`src/core/twcp_cfg.svh`:
```
// constants for the tape word channel packer
`ifndef TWCP_CFG_SVH
`define TWCP_CFG_SVH
`define TWCP_WORD_W 12
`define TWCP_CHAN_W 8
`define TWCP_HALF_W 6
`define TWCP_FIFO_DEPTH 4
`define TWCP_NINE_LO 4
`define TWCP_ERR_LRC 0
`define TWCP_ERR_CRC 1
`define TWCP_ERR_PAR 2
`define TWCP_ERR_EOF 3
`define TWCP_STAT_W 12
`endif

```
`src/core/twcp_pkg.sv`:
```
// types shared by both ends of the tape word channel packer
package twcp_pkg;
  typedef enum logic {
    TWCP_NINE_CHAN,
    TWCP_CORE_DUMP
  } twcp_mode_t;
endpackage : twcp_pkg

```
`src/core/twcp_link_if.sv`:
```
// channel link between controller and transport adapter
`include "twcp_cfg.svh"
interface twcp_link_if;
  logic [`TWCP_CHAN_W-1:0] write_data_channels;
  logic wr_valid;
  logic wr_ready;
  logic [`TWCP_CHAN_W-1:0] read_data_channels;
  logic read_parity_channel;
  logic rd_valid;
  logic err_lrc;
  logic err_crc;
  logic err_par;
  logic tape_mark;
  logic odd_parity;
  logic slave_sel;
  logic status_chg;
  logic [3:0] xport_status;
  modport ctrl (
    output write_data_channels, wr_valid, odd_parity, slave_sel,
    input wr_ready, read_data_channels, read_parity_channel, rd_valid,
    input err_lrc, err_crc, err_par, tape_mark, status_chg, xport_status
  );
  modport adapt (
    input write_data_channels, wr_valid, odd_parity, slave_sel,
    output wr_ready, read_data_channels, read_parity_channel, rd_valid,
    output err_lrc, err_crc, err_par, tape_mark, status_chg, xport_status
  );
endinterface : twcp_link_if

```
`src/core/twcp_ctrl.sv`:
```
// controller end: packs bus words into tape channels and back
// Notes on behaviour
// - nine-channel write sends word bits 4-11
// - core-dump write: two six-bit characters per word
// - core-dump leaves channels 6,7 unused
// - adapter makes parity and crc
// - adapter drives data plus parity channels
// - adapter makes record and lrc pulses
// - adapter checks lrc and parity on read; crc error is tied low, not checked
// - read errors set controller status bits
// - status returned over data bus
// - tape mark reported as end of file
// - nine-channel read takes eight bits plus parity
// - core-dump read holds first character
// - second character completes twelve-bit word
// - adapter reports transport status change at once
// - master or slave transport selectable
// - program selects even or odd parity
// - records at least three characters long
// - lrc makes every track count even; the adapter writes lrc xor crc bits 0-7, with bit 8 zero
`include "twcp_cfg.svh"
module twcp_ctrl #(
  parameter int FIFO_DEPTH = `TWCP_FIFO_DEPTH
) (
  input wire logic clk_sys_i, // system clock
  input wire logic reset_n_i, // async reset, low
  input wire logic ce_i, // clock enable
  input wire twcp_pkg::twcp_mode_t mode_i, // recording format
  input wire logic odd_parity_i, // parity sense select
  input wire logic slave_sel_i, // transport select
  input wire logic [`TWCP_WORD_W-1:0] bus_memory_data_lines_i, // bus word
  input wire logic wr_word_valid_i, // word offered
  output logic wr_word_ready_o, // word accepted
  input wire logic status_rd_i, // status read strobe
  input wire logic status_clr_i, // clear error bits
  output logic [`TWCP_WORD_W-1:0] data_bus_o, // read word or status
  output logic data_valid_o, // data bus valid pulse
  output logic error_flag_o, // any read error held
  output logic eof_o, // tape mark seen
  output logic stat_chg_o, // transport status changed
  twcp_link_if.ctrl link // adapter side
);
  // word and character widths
  localparam int W = `TWCP_WORD_W;
  localparam int H = `TWCP_HALF_W;
  localparam bit DEPTH_BAD = (FIFO_DEPTH < 2) ||
    ((FIFO_DEPTH & (FIFO_DEPTH - 1)) != 0);
  // the fifo pointers wrap by overflow: powers of two only
  if (DEPTH_BAD) begin : g_bad_depth
    $error("twcp_ctrl fifo depth must be a power of two");
  end
  // ------------------------------------------------------------
  // write path
  // ------------------------------------------------------------
  logic [W-1:0] latched_word_bits;
  logic fifo_valid;
  logic fifo_pop;
  logic half_reg;
  logic [`TWCP_CHAN_W-1:0] wd_reg;
  logic wv_reg;
  // words wait here until their characters are taken
  twcp_fifo #(.WIDTH(W), .DEPTH(FIFO_DEPTH)) u_fifo (
    .clk_sys_i(clk_sys_i),
    .reset_n_i(reset_n_i),
    .ce_i(ce_i),
    .in_data_i(bus_memory_data_lines_i),
    .in_valid_i(wr_word_valid_i),
    .in_ready_o(wr_word_ready_o),
    .out_data_o(latched_word_bits),
    .out_valid_o(fifo_valid),
    .out_ready_i(fifo_pop)
  );
  // format decode and character slot handshake
  wire core = (mode_i == twcp_pkg::TWCP_CORE_DUMP);
  wire slot_free = !wv_reg || link.wr_ready;
  wire chr_go = ce_i && fifo_valid && slot_free;
  // pop the word in the same cycle its last character is loaded
  assign fifo_pop = slot_free && (!core || half_reg);
  // word positions count from the top bit down, so positions 4 to 11
  // are the low byte and positions 0 to 5 the upper half
  wire [`TWCP_CHAN_W-1:0] nine_chr = latched_word_bits[W-1-`TWCP_NINE_LO -:
    `TWCP_CHAN_W];
  wire [H-1:0] half_bits = half_reg ? latched_word_bits[0 +: H] :
    latched_word_bits[H +: H];
  wire [`TWCP_CHAN_W-1:0] core_chr = {2'b00, half_bits};
  // character register toward the adapter
  always_ff @(posedge clk_sys_i or negedge reset_n_i) begin
    if (!reset_n_i) begin
      wd_reg <= '0;
      wv_reg <= 1'b0;
      half_reg <= 1'b0;
    end else if (ce_i) begin
      if (chr_go) begin
        wd_reg <= core ? core_chr : nine_chr;
        wv_reg <= 1'b1;
        half_reg <= core && !half_reg;
      end else if (link.wr_ready) begin
        wv_reg <= 1'b0;
      end
    end
  end
  // character and its valid go to the adapter
  assign link.write_data_channels = wd_reg;
  assign link.wr_valid = wv_reg;
  // ------------------------------------------------------------
  // selection and parity sense toward adapter
  // ------------------------------------------------------------
  logic odd_reg;
  logic sel_reg;
  // parity sense and transport choice, registered
  always_ff @(posedge clk_sys_i or negedge reset_n_i) begin
    if (!reset_n_i) begin
      odd_reg <= 1'b1;
      sel_reg <= 1'b0;
    end else if (ce_i) begin
      odd_reg <= odd_parity_i;
      sel_reg <= slave_sel_i;
    end
  end
  // registered choices toward the adapter
  assign link.odd_parity = odd_reg;
  assign link.slave_sel = sel_reg;
  // ------------------------------------------------------------
  // read path
  // ------------------------------------------------------------
  // read assembly, data bus and sticky status state
  logic [W-1:0] rword_reg;
  logic rhalf_reg;
  logic [W-1:0] dbus_reg;
  logic dval_reg;
  logic [3:0] err_reg;
  logic chg_reg;
  logic eflag_reg;
  wire [W-1:0] nine_word = {{(W-`TWCP_CHAN_W){1'b0}},
    link.read_data_channels};
  // first character held in the upper half, second fills the low half
  wire [W-1:0] core_word = {rword_reg[H-1:0],
    link.read_data_channels[H-1:0]};
  // a word is done on each nine-channel char or second core char
  wire rd_take = ce_i && link.rd_valid;
  wire word_done = rd_take && (!core || rhalf_reg);
  // adapter error strobes in status bit order
  wire [3:0] err_new;
  assign err_new[`TWCP_ERR_LRC] = link.err_lrc;
  assign err_new[`TWCP_ERR_CRC] = link.err_crc;
  assign err_new[`TWCP_ERR_PAR] = link.err_par;
  assign err_new[`TWCP_ERR_EOF] = link.tape_mark;
  // a fresh error beats a clear that falls in the same cycle
  wire [3:0] err_next = (status_clr_i ? 4'h0 : err_reg) | err_new;
  // status: select, parity sense, then the four sticky bits
  wire [W-1:0] status_word = {{(W-6){1'b0}}, sel_reg, odd_reg, err_reg};
  // assembly of read characters
  always_ff @(posedge clk_sys_i or negedge reset_n_i) begin
    if (!reset_n_i) begin
      rword_reg <= '0;
      rhalf_reg <= 1'b0;
    end else if (rd_take) begin
      if (core && !rhalf_reg) begin
        rword_reg <= {{(W-H){1'b0}},
          link.read_data_channels[H-1:0]};
        rhalf_reg <= 1'b1;
      end else begin
        rhalf_reg <= 1'b0;
      end
    end
  end
  // data bus: read word or status
  always_ff @(posedge clk_sys_i or negedge reset_n_i) begin
    if (!reset_n_i) begin
      dbus_reg <= '0;
      dval_reg <= 1'b0;
    end else if (ce_i) begin
      dval_reg <= word_done || status_rd_i;
      if (word_done) dbus_reg <= core ? core_word : nine_word;
      else if (status_rd_i) dbus_reg <= status_word;
      // parity bit is checked by the adapter, flagged via err_par
    end
  end
  // ------------------------------------------------------------
  // sticky status bits
  // ------------------------------------------------------------
  // error and end-of-file bits, and the flag that sums up errors
  always_ff @(posedge clk_sys_i or negedge reset_n_i) begin
    if (!reset_n_i) begin
      err_reg <= '0;
      eflag_reg <= 1'b0;
    end else if (ce_i) begin
      err_reg <= err_next;
      eflag_reg <= |err_next[`TWCP_ERR_PAR:`TWCP_ERR_LRC];
    end
  end
  // transport status change passed on as a one-cycle pulse
  always_ff @(posedge clk_sys_i or negedge reset_n_i) begin
    if (!reset_n_i) begin
      chg_reg <= 1'b0;
    end else if (ce_i) begin
      chg_reg <= link.status_chg;
    end
  end
  // ------------------------------------------------------------
  // outputs, each straight from a register
  // ------------------------------------------------------------
  assign data_bus_o = dbus_reg;
  assign data_valid_o = dval_reg;
  assign error_flag_o = eflag_reg;
  assign eof_o = err_reg[`TWCP_ERR_EOF];
  assign stat_chg_o = chg_reg;
endmodule : twcp_ctrl

```
`src/core/twcp_fifo.sv`:
```
// parameterised valid/ready fifo
module twcp_fifo #(
  parameter int WIDTH = 12,
  parameter int DEPTH = 4
) (
  input wire logic clk_sys_i, // system clock
  input wire logic reset_n_i, // async reset, low
  input wire logic ce_i, // clock enable
  input wire logic [WIDTH-1:0] in_data_i, // fill data
  input wire logic in_valid_i, // fill valid
  output logic in_ready_o, // room available
  output logic [WIDTH-1:0] out_data_o, // drain data
  output logic out_valid_o, // data available
  input wire logic out_ready_i // drain accepts
);
  localparam int AW = (DEPTH > 1) ? $clog2(DEPTH) : 1;
  localparam bit DEPTH_BAD = (DEPTH < 2) || ((DEPTH & (DEPTH - 1)) != 0);
  // pointers wrap by overflow, so only powers of two are served
  if (DEPTH_BAD) begin : g_bad_depth
    $error("twcp_fifo depth must be a power of two");
  end
  logic [WIDTH-1:0] mem_reg [DEPTH];
  logic [AW-1:0] wp_reg;
  logic [AW-1:0] rp_reg;
  logic [AW:0] cnt_reg;
  logic [AW:0] cnt_next;
  logic rdy_reg;
  wire push = ce_i && in_valid_i && in_ready_o;
  wire pop = ce_i && out_valid_o && out_ready_i;
  // occupancy after this edge; the room flag is registered from it
  assign cnt_next = cnt_reg + (AW+1)'(push) - (AW+1)'(pop);
  assign in_ready_o = rdy_reg;
  assign out_valid_o = (cnt_reg != '0);
  assign out_data_o = mem_reg[rp_reg];
  // storage
  always_ff @(posedge clk_sys_i) begin
    if (push) mem_reg[wp_reg] <= in_data_i;
  end
  // pointers, count and room flag
  always_ff @(posedge clk_sys_i or negedge reset_n_i) begin
    if (!reset_n_i) begin
      wp_reg <= '0;
      rp_reg <= '0;
      cnt_reg <= '0;
      rdy_reg <= 1'b1;
    end else begin
      if (push) wp_reg <= wp_reg + 1'b1;
      if (pop) rp_reg <= rp_reg + 1'b1;
      cnt_reg <= cnt_next;
      rdy_reg <= (cnt_next != (AW+1)'(DEPTH));
    end
  end
endmodule : twcp_fifo

```
`src/flat_wrapper.sv`:
```
// flat-port wrapper written by rule: the top's interface ports become plain ports
module twcp_ctrl_flat 
#(
  parameter int FIFO_DEPTH = `TWCP_FIFO_DEPTH
)
  (clk_sys_i, reset_n_i, ce_i, mode_i, odd_parity_i, slave_sel_i, bus_memory_data_lines_i, wr_word_valid_i, wr_word_ready_o, status_rd_i, status_clr_i, data_bus_o, data_valid_o, error_flag_o, eof_o, stat_chg_o, link_write_data_channels, link_wr_valid, link_odd_parity, link_slave_sel, link_wr_ready, link_read_data_channels, link_read_parity_channel, link_rd_valid, link_err_lrc, link_err_crc, link_err_par, link_tape_mark, link_status_chg, link_xport_status);
  twcp_link_if link_i ();
  input wire logic clk_sys_i;
  input wire logic reset_n_i;
  input wire logic ce_i;
  input wire twcp_pkg::twcp_mode_t mode_i;
  input wire logic odd_parity_i;
  input wire logic slave_sel_i;
  input wire logic [`TWCP_WORD_W-1:0] bus_memory_data_lines_i;
  input wire logic wr_word_valid_i;
  output logic wr_word_ready_o;
  input wire logic status_rd_i;
  input wire logic status_clr_i;
  output logic [`TWCP_WORD_W-1:0] data_bus_o;
  output logic data_valid_o;
  output logic error_flag_o;
  output logic eof_o;
  output logic stat_chg_o;
  output wire logic [$bits(link_i.write_data_channels)-1:0] link_write_data_channels;
  output wire logic [$bits(link_i.wr_valid)-1:0] link_wr_valid;
  output wire logic [$bits(link_i.odd_parity)-1:0] link_odd_parity;
  output wire logic [$bits(link_i.slave_sel)-1:0] link_slave_sel;
  input wire logic [$bits(link_i.wr_ready)-1:0] link_wr_ready;
  input wire logic [$bits(link_i.read_data_channels)-1:0] link_read_data_channels;
  input wire logic [$bits(link_i.read_parity_channel)-1:0] link_read_parity_channel;
  input wire logic [$bits(link_i.rd_valid)-1:0] link_rd_valid;
  input wire logic [$bits(link_i.err_lrc)-1:0] link_err_lrc;
  input wire logic [$bits(link_i.err_crc)-1:0] link_err_crc;
  input wire logic [$bits(link_i.err_par)-1:0] link_err_par;
  input wire logic [$bits(link_i.tape_mark)-1:0] link_tape_mark;
  input wire logic [$bits(link_i.status_chg)-1:0] link_status_chg;
  input wire logic [$bits(link_i.xport_status)-1:0] link_xport_status;
  assign link_write_data_channels = link_i.write_data_channels;
  assign link_wr_valid = link_i.wr_valid;
  assign link_odd_parity = link_i.odd_parity;
  assign link_slave_sel = link_i.slave_sel;
  assign link_i.wr_ready = link_wr_ready;
  assign link_i.read_data_channels = link_read_data_channels;
  assign link_i.read_parity_channel = link_read_parity_channel;
  assign link_i.rd_valid = link_rd_valid;
  assign link_i.err_lrc = link_err_lrc;
  assign link_i.err_crc = link_err_crc;
  assign link_i.err_par = link_err_par;
  assign link_i.tape_mark = link_tape_mark;
  assign link_i.status_chg = link_status_chg;
  assign link_i.xport_status = link_xport_status;
  twcp_ctrl #(.FIFO_DEPTH(FIFO_DEPTH)) u_core (.clk_sys_i(clk_sys_i), .reset_n_i(reset_n_i), .ce_i(ce_i), .mode_i(mode_i), .odd_parity_i(odd_parity_i), .slave_sel_i(slave_sel_i), .bus_memory_data_lines_i(bus_memory_data_lines_i), .wr_word_valid_i(wr_word_valid_i), .wr_word_ready_o(wr_word_ready_o), .status_rd_i(status_rd_i), .status_clr_i(status_clr_i), .data_bus_o(data_bus_o), .data_valid_o(data_valid_o), .error_flag_o(error_flag_o), .eof_o(eof_o), .stat_chg_o(stat_chg_o), .link(link_i));
endmodule
```
`config.mk`:
```
export PLATFORM = sky130hd
export DESIGN_NAME = twcp_ctrl_flat
export DESIGN_NICKNAME = d
export VERILOG_FILES = /design/src/core/twcp_pkg.sv /design/src/core/twcp_link_if.sv /design/src/core/twcp_ctrl.sv /design/src/core/twcp_fifo.sv /design/src/flat_wrapper.sv
export VERILOG_INCLUDE_DIRS = /design/src /design/src/core
export SDC_FILE = /design/constraint.sdc
export NUM_CORES = 1
export LEC_CHECK = 0
export BUFFER_PORTS_ARGS = -buffer_cell sky130_fd_sc_hd__buf_2
export CORE_MARGIN = 3
export CORE_UTILIZATION = 45
export DETAILED_ROUTE_END_ITERATION = 12
export GPL_ROUTABILITY_DRIVEN = 1
export HOLD_SLACK_MARGIN = 0.03
export PLACE_DENSITY = 0.66
export SYNTH_ARGS = -nofsm -noshare
export SYNTH_HDL_FRONTEND = slang
export SYNTH_SLANG_ARGS = --single-unit
```
`constraint.sdc`:
```
create_clock -name clk_sys_i -period 3 [get_ports clk_sys_i]
set_input_delay 0 -clock clk_sys_i [delete_from_list [all_inputs] [get_ports clk_sys_i]]
set_output_delay 0 -clock clk_sys_i [all_outputs]
set_load 0.01 [all_outputs]
```
# Word level (Yosys, flattened, before mapping)
# Memories as Yosys holds them, arrays and structs flattened.
# Cells that the tools add are included.
[totals]
n_memories = 1
out_inout_bits = 28
reg_bits = 46
mem_bits_rw = 48
in_bits = 41
[mem_list]
columns = ["name", "words", "word_bits", "read_ports", "rd_ports_with_merged_regs", "wr", "line_no", "text"]
rows = [
  ["u_core.u_fifo.mem_reg", 4, 12, 1, 0, 1, "twcp_fifo.sv:22", "logic [WIDTH-1:0] mem_reg [DEPTH];"],
]
[op_classes]
add_sub_neg = 4
eq_ne = 1
bitwise_logic = 1
n_mux = 11
n_reduce_logical = 26
[op_table]
columns = ["cell", "n"]
rows = [
  ["2-to-1 mux 12 bit", 3],
  ["logical AND 1 bit", 10],
  ["2-to-1 mux 8 bit", 1],
  ["AND reduction 2 bit", 4],
  ["2-to-1 mux 6 bit", 1],
  ["2-to-1 mux 1 bit", 5],
  ["adder 2 x 1 -> 2 bit (second input constant)", 2],
  ["zero test 1 bit", 4],
  ["logical OR 1 bit", 4],
  ["2-to-1 mux 4 bit", 1],
  ["OR 4 bit", 1],
  ["nonzero test 2 bit", 2],
  ["adder 3 x 1 -> 3 bit", 1],
  ["!= test 3 bit (second input constant)", 1],
  ["nonzero test 3 bit", 1],
  ["OR reduction 3 bit", 1],
  ["subtractor 3 x 1 -> 3 bit", 1],
]

# Depth between registers and ports, before layout
# Gate-level depths: netlist (run 1).
[depth]
depth_word = 6
mapped_depth = 11

# Modules after synthesis
# From an unflattened synthesis (run 1), not the netlist that was laid out.
[unflattened]
cells_unflattened = 232
area_unflattened_um2 = 3920.0
[modules_own_cells]
columns = ["module", "seq_area_each_um2", "cells_per_inst", "area_per_inst_um2", "instances"]
rows = [
  ["twcp_fifo", 1642.8, 102, 2197.1, 1],
  ["twcp_ctrl", 952.2, 130, 1722.9, 1],
]

# Worst setup path before layout (run 1)
# OpenSTA, ideal clock, no wires.
[synth_timing]
path_type = "register -> register"
start = "register u_core.u_fifo.cnt_reg[1]"
end = "register u_core.u_fifo.rdy_reg, in the netlist u_core.u_fifo.in_ready_o"
t_required_ps = 2917
arrival_time_ps = 2246
path_slack_ps = 671
synth_period_minus_slack_ps = 2329
stages_incl_launch_ff = 11
cell_sequence = "dfrtp_1 -> or3_1 -> nand3_2 -> nor2_1 -> ha_1 -> inv_1 -> ha_1 -> fa_1 -> xnor2_1 -> xnor2_1 -> nand2_1"
[synth_via]
elab_chain_len = 5
elab_cells_between_ends = 6
classes_between = "add/sub: 2; eq/ne: 1; reduce/logical: 3"
[synth_lines]
columns = ["element", "line_no", "text"]
rows = [
  ["start, declared", "twcp_fifo.sv:25", "logic [AW:0] cnt_reg;"],
  ["start signal, assigned", "twcp_fifo.sv:49", "cnt_reg <= cnt_next;"],
  ["nonzero test 3 bit", "twcp_fifo.sv:33", "assign out_valid_o = (cnt_reg != '0);"],
  ["logical AND 1 bit (2 in series)", "twcp_fifo.sv:29", "wire pop = ce_i && out_valid_o && out_ready_i;"],
  ["net u_core.u_fifo.pop", "twcp_fifo.sv:29", ""],
  ["subtractor 3 x 1 -> 3 bit", "twcp_fifo.sv:31", "assign cnt_next = cnt_reg + (AW+1)'(push) - (AW+1)'(pop);"],
  ["net u_core.u_fifo.cnt_next[2]", "twcp_fifo.sv:26", "logic [AW:0] cnt_next;"],
  ["!= test 3 bit", "twcp_fifo.sv:50", "rdy_reg <= (cnt_next != (AW+1)'(DEPTH));"],
  ["end signal, assigned", "twcp_fifo.sv:50", ""],
  ["end, declared", "twcp_fifo.sv:27", "logic rdy_reg;"],
]
# The timed path passes the listed nets, and every way through them passes these cells.
# A chain may end at the register's enable or synchronous reset.

# Worst setup path after layout (run 1)
# Same ends and word-level chain as after synthesis.

==> run summary, run 1 <==
Yosys warning count: 0
# DRC: 0
CTS tree: yes
clk slew on worst S/H paths: 0.10 ns
Area Overhead vs Synth: 23.3%
Clk Latency, worst-skew pair: 0.36 ns
power density over the cells: 743 nW/µm²
# IOs: 69
Async SR Flop Fraction: 0.489
Hold Startpoint: ce_i
total track usage: 0.166
die width: 99.3 µm
most common library cells after synthesis: edfxtp_1 (48), dfrtp_1 (44), nand2_1 (29)
WL final: 7560 µm
Most used DFF post-synth: edfxtp_1
hold worst-path end: u_core.error_flag_o
Critical Path RT: 3.30 ns
worst endpoint data arrival time: 2.61 ns
Post-synth EDFFs: 48
share of layout cells above drive strength 1: 0.262
Placed Area: 4290 µm²
Least-Margin Pin Slew: 1.04 ns
number of max-slew violations in the final report: 0
Synth area leaders: edfxtp_1 (37%), dfrtp_1 (28%), mux2i_1 (6.1%), nand2_1 (2.8%), mux2_1 (2.6%)
max cap viols: 0
Clk pwr share: 0.225
cell area after synthesis: 3920 µm²
Final GP Congestion: 0.749
die area: 9860 µm²
Int Pwr: 2.40 mW
Min-Delay Path Depth: 2
worst r2r src: u_core.u_fifo.cnt_reg[1]
Nets: 417
CP endpoint kind: register
VDD IR max: 0.000373 V
Max Freq: 433 MHz
Max-Slew Margin vs Limit: 0.306
outcome: finished clean
library cells used by synthesis: 43
WP buf/inv: 1
Seq/Total Area, Yosys: 0.662
RSZ-0062 raised after global routing: false
crit-path max FO: 2
worst min path class: primary input to register
reg2reg path depth: 10
CTS Buffer Depth: 2
Chip Height: 99.3 µm
total number of vias: 2422
DRT Pass-1 Iters: 4
Syn Inst Count: 271
final setup TNS: 0 ns
number of global-route vias before repair: 2584
Reg area: 2590 µm²
starting density of the core: 0.470
gr ovfl total: 0
Clock Skew: 0.00926 ns
syn_nets: 319
# rows: 33
H-tree depth: 3
Synth top area share: 0.368
slowest stage delay, CP: 0.41 ns
Crit-path slowest cell: or3_1
Core Footprint: 8340 µm²
Final Cell Area: 4830 µm²
LEAKAGE: 2.06 nW
Root Buffer: clkbuf_8
DRT iter0 DRCs: 94
Hold Vio Cnt, Final: 0
Switch Pwr: 1.19 mW
Largest register FFs: 48
type of origin of the critical path: register
fillers: 702
Avg Cell Area, Syn: 14.5 µm²
Power, Total: 3.59 mW
# setup viols final: 0
crit path time final: 2.31 ns
clock buffer count from CTS: 9
drt wl/cell: 15.8 µm
Final Cycle Share: 0.770
area occupied by multi-input gates: 1210 µm²
r2r endpoint: u_core.u_fifo.in_ready_o
area leader, netlist: edfxtp_1
Top delay family on crit path: adder cells
Final HPWL DP: 4780 µm
largest net degree at the start of global routing: 47
sequential share of power: 0.493
Comb power frac: 0.282
Port Buffer Count: 63
first-pass GRT wire length: 12700 µm
Final ANT Viol Nets: 0
critical-path cell list: or3_1 -> nand3_2 -> nor2_1 -> ha_1 -> inv_1 -> ha_1 -> fa_1 -> xnor2_1 -> xnor2_1 -> nand2_1
initial antenna violation count: 0
#FFs+latches synth: 94
switching share of power: 0.331
R2R setup slack: 0.69 ns
antenna cell count: 0
count leader, synth: edfxtp_1
Sink Count: 94
Via density: 5.06
Setup Crit Path Kind: register to register
routing by layer:
layer | routed length (µm) | up-vias | GRT usage
met5 | 0 | - | 0
met4 | 112 | 0 | 0.0725
met3 | 371 | 8 | 0.0400
met2 | 3610 | 64 | 0.270
met1 | 3470 | 1163 | 0.214
li1 | - | 1187 | -
worst max path at each step:
stage / endpoint / from / slack (ns) / cells past startpoint
floorplan: u_core.u_fifo.in_ready_o / u_core.u_fifo.cnt_reg[1] / 0.67 / 10
CTS: u_core.u_fifo.in_ready_o / u_core.u_fifo.cnt_reg[1] / 0.66 / 10
detailed placement: u_core.u_fifo.in_ready_o / u_core.u_fifo.cnt_reg[1] / 0.67 / 10
global route: u_core.u_fifo.in_ready_o / u_core.u_fifo.cnt_reg[1] / 0.54 / 10
finish: u_core.u_fifo.in_ready_o / u_core.u_fifo.cnt_reg[1] / 0.69 / 10
global placement: u_core.u_fifo.in_ready_o / u_core.u_fifo.cnt_reg[1] / 0.74 / 10
worst register-to-register path, delay by kind of cell, from the launching register on:
kind | cells | cell delay [ns]
and+or+nand+nor | 4 | 0.65
xor gates and xnor gates | 2 | 0.33
adders and majority gates | 3 | 0.82
buffers and inverters | 1 | 0.04
DFF | 1 | 0.39
metrics by stage:
stage	util	hold WS, ns	cells	worst slack, ns
finish	0.579	0.0478	479	0.689
global placement	0.515	0.212	428	0.740
global route	0.579	0.0378	479	0.535
CTS	0.578	0.0302	478	0.662
detailed placement	0.515	0.217	428	0.674
floorplan	-	-0.296	271	0.671
power by group through the flow:
stage	registers, mW	clock network, mW	logic (mW)
floorplan	1.78	0	0.726
global placement	1.79	0	0.960
finish	1.77	0.808	1.01
global route	1.81	0.895	1.13
CTS	1.77	0.827	1.03
detailed placement	1.80	0	0.990
repair_timing:
action / 4_1_cts / 5_1_grt
setup buffers: 0 / 0
endpoints found under the hold margin: 120 / 1
resized for setup: 0 / 0
hold buffers: 34 / 1
final cells by class:
cell class                      count  area share
Sequential cell                    94       0.537
Multi-Input combinational cell    158       0.251
Timing Repair Buffer              100       0.141
Tap cell                          105      0.0272
Clock buffer                        9      0.0256
Clock inverter                      7      0.0137
Inverter                            6     0.00466
cells in the final DEF (no fill, tap or decap), types with 8 or more instances in the layout:
| cell | Yosys | routed |
|---|---|---|
| buf_2 | 4 | 63 |
| edfxtp_1 | 48 | 48 |
| dfrtp_1 | 44 | 44 |
| dlygate4sd3_1 | 0 | 35 |
| nand2_1 | 29 | 29 |
| mux2i_1 | 24 | 24 |
| nand3_1 | 11 | 11 |
| o21ai_1 | 10 | 10 |
| a22o_1 | 9 | 9 |
| mux2_1 | 9 | 9 |
| clkbuf_8 | 0 | 9 |
| nor2b_1 | 8 | 8 |
cell families after synthesis:
family | after synthesis | share of synthesized area
buf+inv | 19 | 0.0281
xor+xnor | 5 | 0.0112
fa+ha+maj | 7 | 0.0243
flops | 94 | 0.662
mux | 35 | 0.0987
compound gates | 36 | 0.0770
simple gates | 75 | 0.0984
Power figures use the tool's default switching activity.
==> run 2, diff against run 1 <==
--- a/config.mk
+++ b/config.mk
@@ -6,6 +6,7 @@
 export SDC_FILE = /design/constraint.sdc
 export NUM_CORES = 1
 export LEC_CHECK = 0
+export ABC_AREA = 1
 export BUFFER_PORTS_ARGS = -buffer_cell sky130_fd_sc_hd__buf_2
 export CORE_MARGIN = 3
 export CORE_UTILIZATION = 45
==> constraint.sdc (replaced) <==
create_clock -name clk_sys_i -period 2.2 [get_ports clk_sys_i]
set_input_delay 0 -clock clk_sys_i [delete_from_list [all_inputs] [get_ports clk_sys_i]]
set_output_delay 0 -clock clk_sys_i [all_outputs]
set_load 0.01 [all_outputs]
==> run summary, run 2 <==
initial antenna violation count: 0
H-tree depth: 3
worst min path class: primary input to register
drt wl/cell: 14.0 µm
total number of vias: 2987
outcome: finished clean
first-pass GRT wire length: 14300 µm
Clk Latency, worst-skew pair: 0.36 ns
placed instance count: 560
largest net degree at the start of global routing: 47
crit-path max FO: 3
DRT Pass-1 Iters: 4
CTS Buffer Depth: 2
Final HPWL DP: 5560 µm
Async SR Flop Fraction: 0.489
CP endpoint kind: register
Core Footprint: 8760 µm²
Critical Path RT: 2.48 ns
clock buffer count from CTS: 9
type of origin of the critical path: register
Hold Vio Cnt, Final: 0
Largest register FFs: 48
Sink Count: 94
clk slew on worst S/H paths: 0.09 ns
Setup Crit Path Kind: register to register
Synth top area share: 0.353
# setup viols final: 0
CTS tree: yes
Via density: 4.81
crit path time final: 2.10 ns
antenna cell count: 0
most common cell after layout, fill and taps aside: nand2_1
syn_nets: 438
Final GP Congestion: 0.813
Most used DFF post-synth: edfxtp_1
Max Freq: 477 MHz
Syn Inst Count: 390
Post-synth EDFFs: 48
power density over the cells: 996 nW/µm²
Max-Slew Margin vs Limit: 0.523
# rows: 34
die width: 101 µm
Final ANT Viol Nets: 0
Final Cycle Share: 0.954
die area: 10300 µm²
Seq/Total Area, Yosys: 0.635
Root Buffer: clkbuf_8
#FFs+latches synth: 94
Least-Margin Pin Slew: 0.714 ns
Nets: 556
# DRC: 0
area leader, netlist: edfxtp_1
gr ovfl total: 0
cell area after synthesis: 4090 µm²
Util after Layout: 0.595
final setup TNS: 0 ns
worst endpoint data arrival time: 2.38 ns
starting density of the core: 0.466
Port Buffer Count: 63
Avg Cell Area, Syn: 10.5 µm²
WL final: 8660 µm
library cells used by synthesis: 35
Clock Skew: 0.0176 ns
# IOs: 69
Area Overhead vs Synth: 27.7%
most frequent cells in the layout: nand2_1 (98), buf_2 (62), inv_1 (53)
LEAKAGE: 2.48 nW
total track usage: 0.181
count leader, synth: nand2_1
VDD IR max: 0.000397 V
Chip Height: 101 µm
most common library cells after synthesis: nand2_1 (99), inv_1 (53), edfxtp_1 (48)
number of global-route vias before repair: 2923
Synth area leaders: edfxtp_1 (35%), dfrtp_1 (27%), nand2_1 (9.1%), nand3_1 (5.3%), inv_1 (4.9%)
Non-Filler Instances: 621
number of max-slew violations in the final report: 0
DRT iter0 DRCs: 142
max cap viols: 0
share of layout cells above drive strength 1: 0.238
Yosys warning count: 0
-- run 2: cell count changes in the layout (fill, tap and decap cells not counted), moves of 7 or more --
cell           previous run  this run
nor2_1                    7        25
buf_4                     2        14
inv_1                     5        53
dlygate4sd3_1            35        42
nor2b_1                   8         0
o21ai_0                   0        12
nand2_1                  29        98
a22o_1                    9         0
o21ai_1                  10         3
mux2_1                    9         0
nand3_1                  11        43
mux2i_1                  24         0
-- run 2: final timing paths --
check                                              start                        to  slack, ns  depth (start not counted)
max in group asynchronous                      reset_n_i           u_core.half_reg       1.54                          3
worst max-delay path            u_core.u_fifo.cnt_reg[1]  u_core.u_fifo.in_ready_o       0.10                         11
min in group asynchronous                      reset_n_i      u_core.data_bus_o[7]       0.25                          3
worst min register to register    u_core.link.odd_parity    u_core.link.odd_parity       0.49                          2
worst max register to register  u_core.u_fifo.cnt_reg[1]  u_core.u_fifo.in_ready_o       0.10                         11
worst min-delay path                     wr_word_valid_i   u_core.u_fifo.wp_reg[0]       0.11                          4
-- run 2: kinds of logic after synthesis --
logic type | Yosys count | share of synthesized area
simple gates | 178 | 0.189
flops | 94 | 0.635
buf+inv | 69 | 0.0707
compound gates | 32 | 0.0514
fa+ha+maj | 7 | 0.0233
mux | 6 | 0.0220
xor+xnor | 4 | 0.00857
-- run 2: metrics by stage --
stage | instance area, µm² | hold WS, ns | worst slack [ns] | power (mW)
after floorplan | 4090 | -0.296 | 0.0624 | 3.43
after global placement | 4550 | 0.121 | 0.0862 | 3.90
after detailed placement | 4550 | 0.128 | 0.0294 | 3.95
after CTS | 5170 | 0.0969 | 0.0104 | 5.18
after global routing | 5220 | 0.140 | -0.0291 | 5.58
final | 5220 | 0.114 | 0.101 | 5.20
-- run 2: area by class of cell --
class                           instances  area (µm²)
Fill cell                             724        3550
Sequential cell                        94        2590
Multi-Input combinational cell        227        1220
Timing Repair Buffer                  119         847
Inverter                               57         219
Tap cell                              108         135
Clock buffer                            9         124
Clock inverter                          7        80.1
-- run 2: power by group --
| group | internal [mW] | total, mW | switching [mW] |
|---|---|---|---|
| registers | 2.19 | 2.36 | 0.171 |
| clock network | 0.542 | 1.17 | 0.625 |
| logic | 0.682 | 1.67 | 0.991 |
-- run 2: worst max-delay path: stages, from the launching register on --
cell and delay [ns]:
dfrtp_1 0.41, nor2_1 0.10, nand2_1 0.08, nand2_2 0.09, nor2_4 0.04, ha_1 0.26, inv_1 0.04, ha_2 0.17
fa_2 0.37, xnor2_2 0.18, xor2_1 0.21, nand2_1 0.08
-- run 2: per-layer routing --
layer / track usage / part of all wire / up-vias / wire length [µm]
met5: 0 / 0 / - / 0
met4: 0.0644 / 0.019 / 0 / 164
met3: 0.0393 / 0.041 / 13 / 359
met2: 0.287 / 0.50 / 74 / 4300
met1: 0.248 / 0.44 / 1409 / 3840
li1: - / - / 1491 / -
-- run 2: repair_timing --
item,CTS,global route
resized for setup,0,8
hold buffers,42,0
setup buffers,0,3
hold endpoints to repair,120,0
setup endpoints to repair,0,2
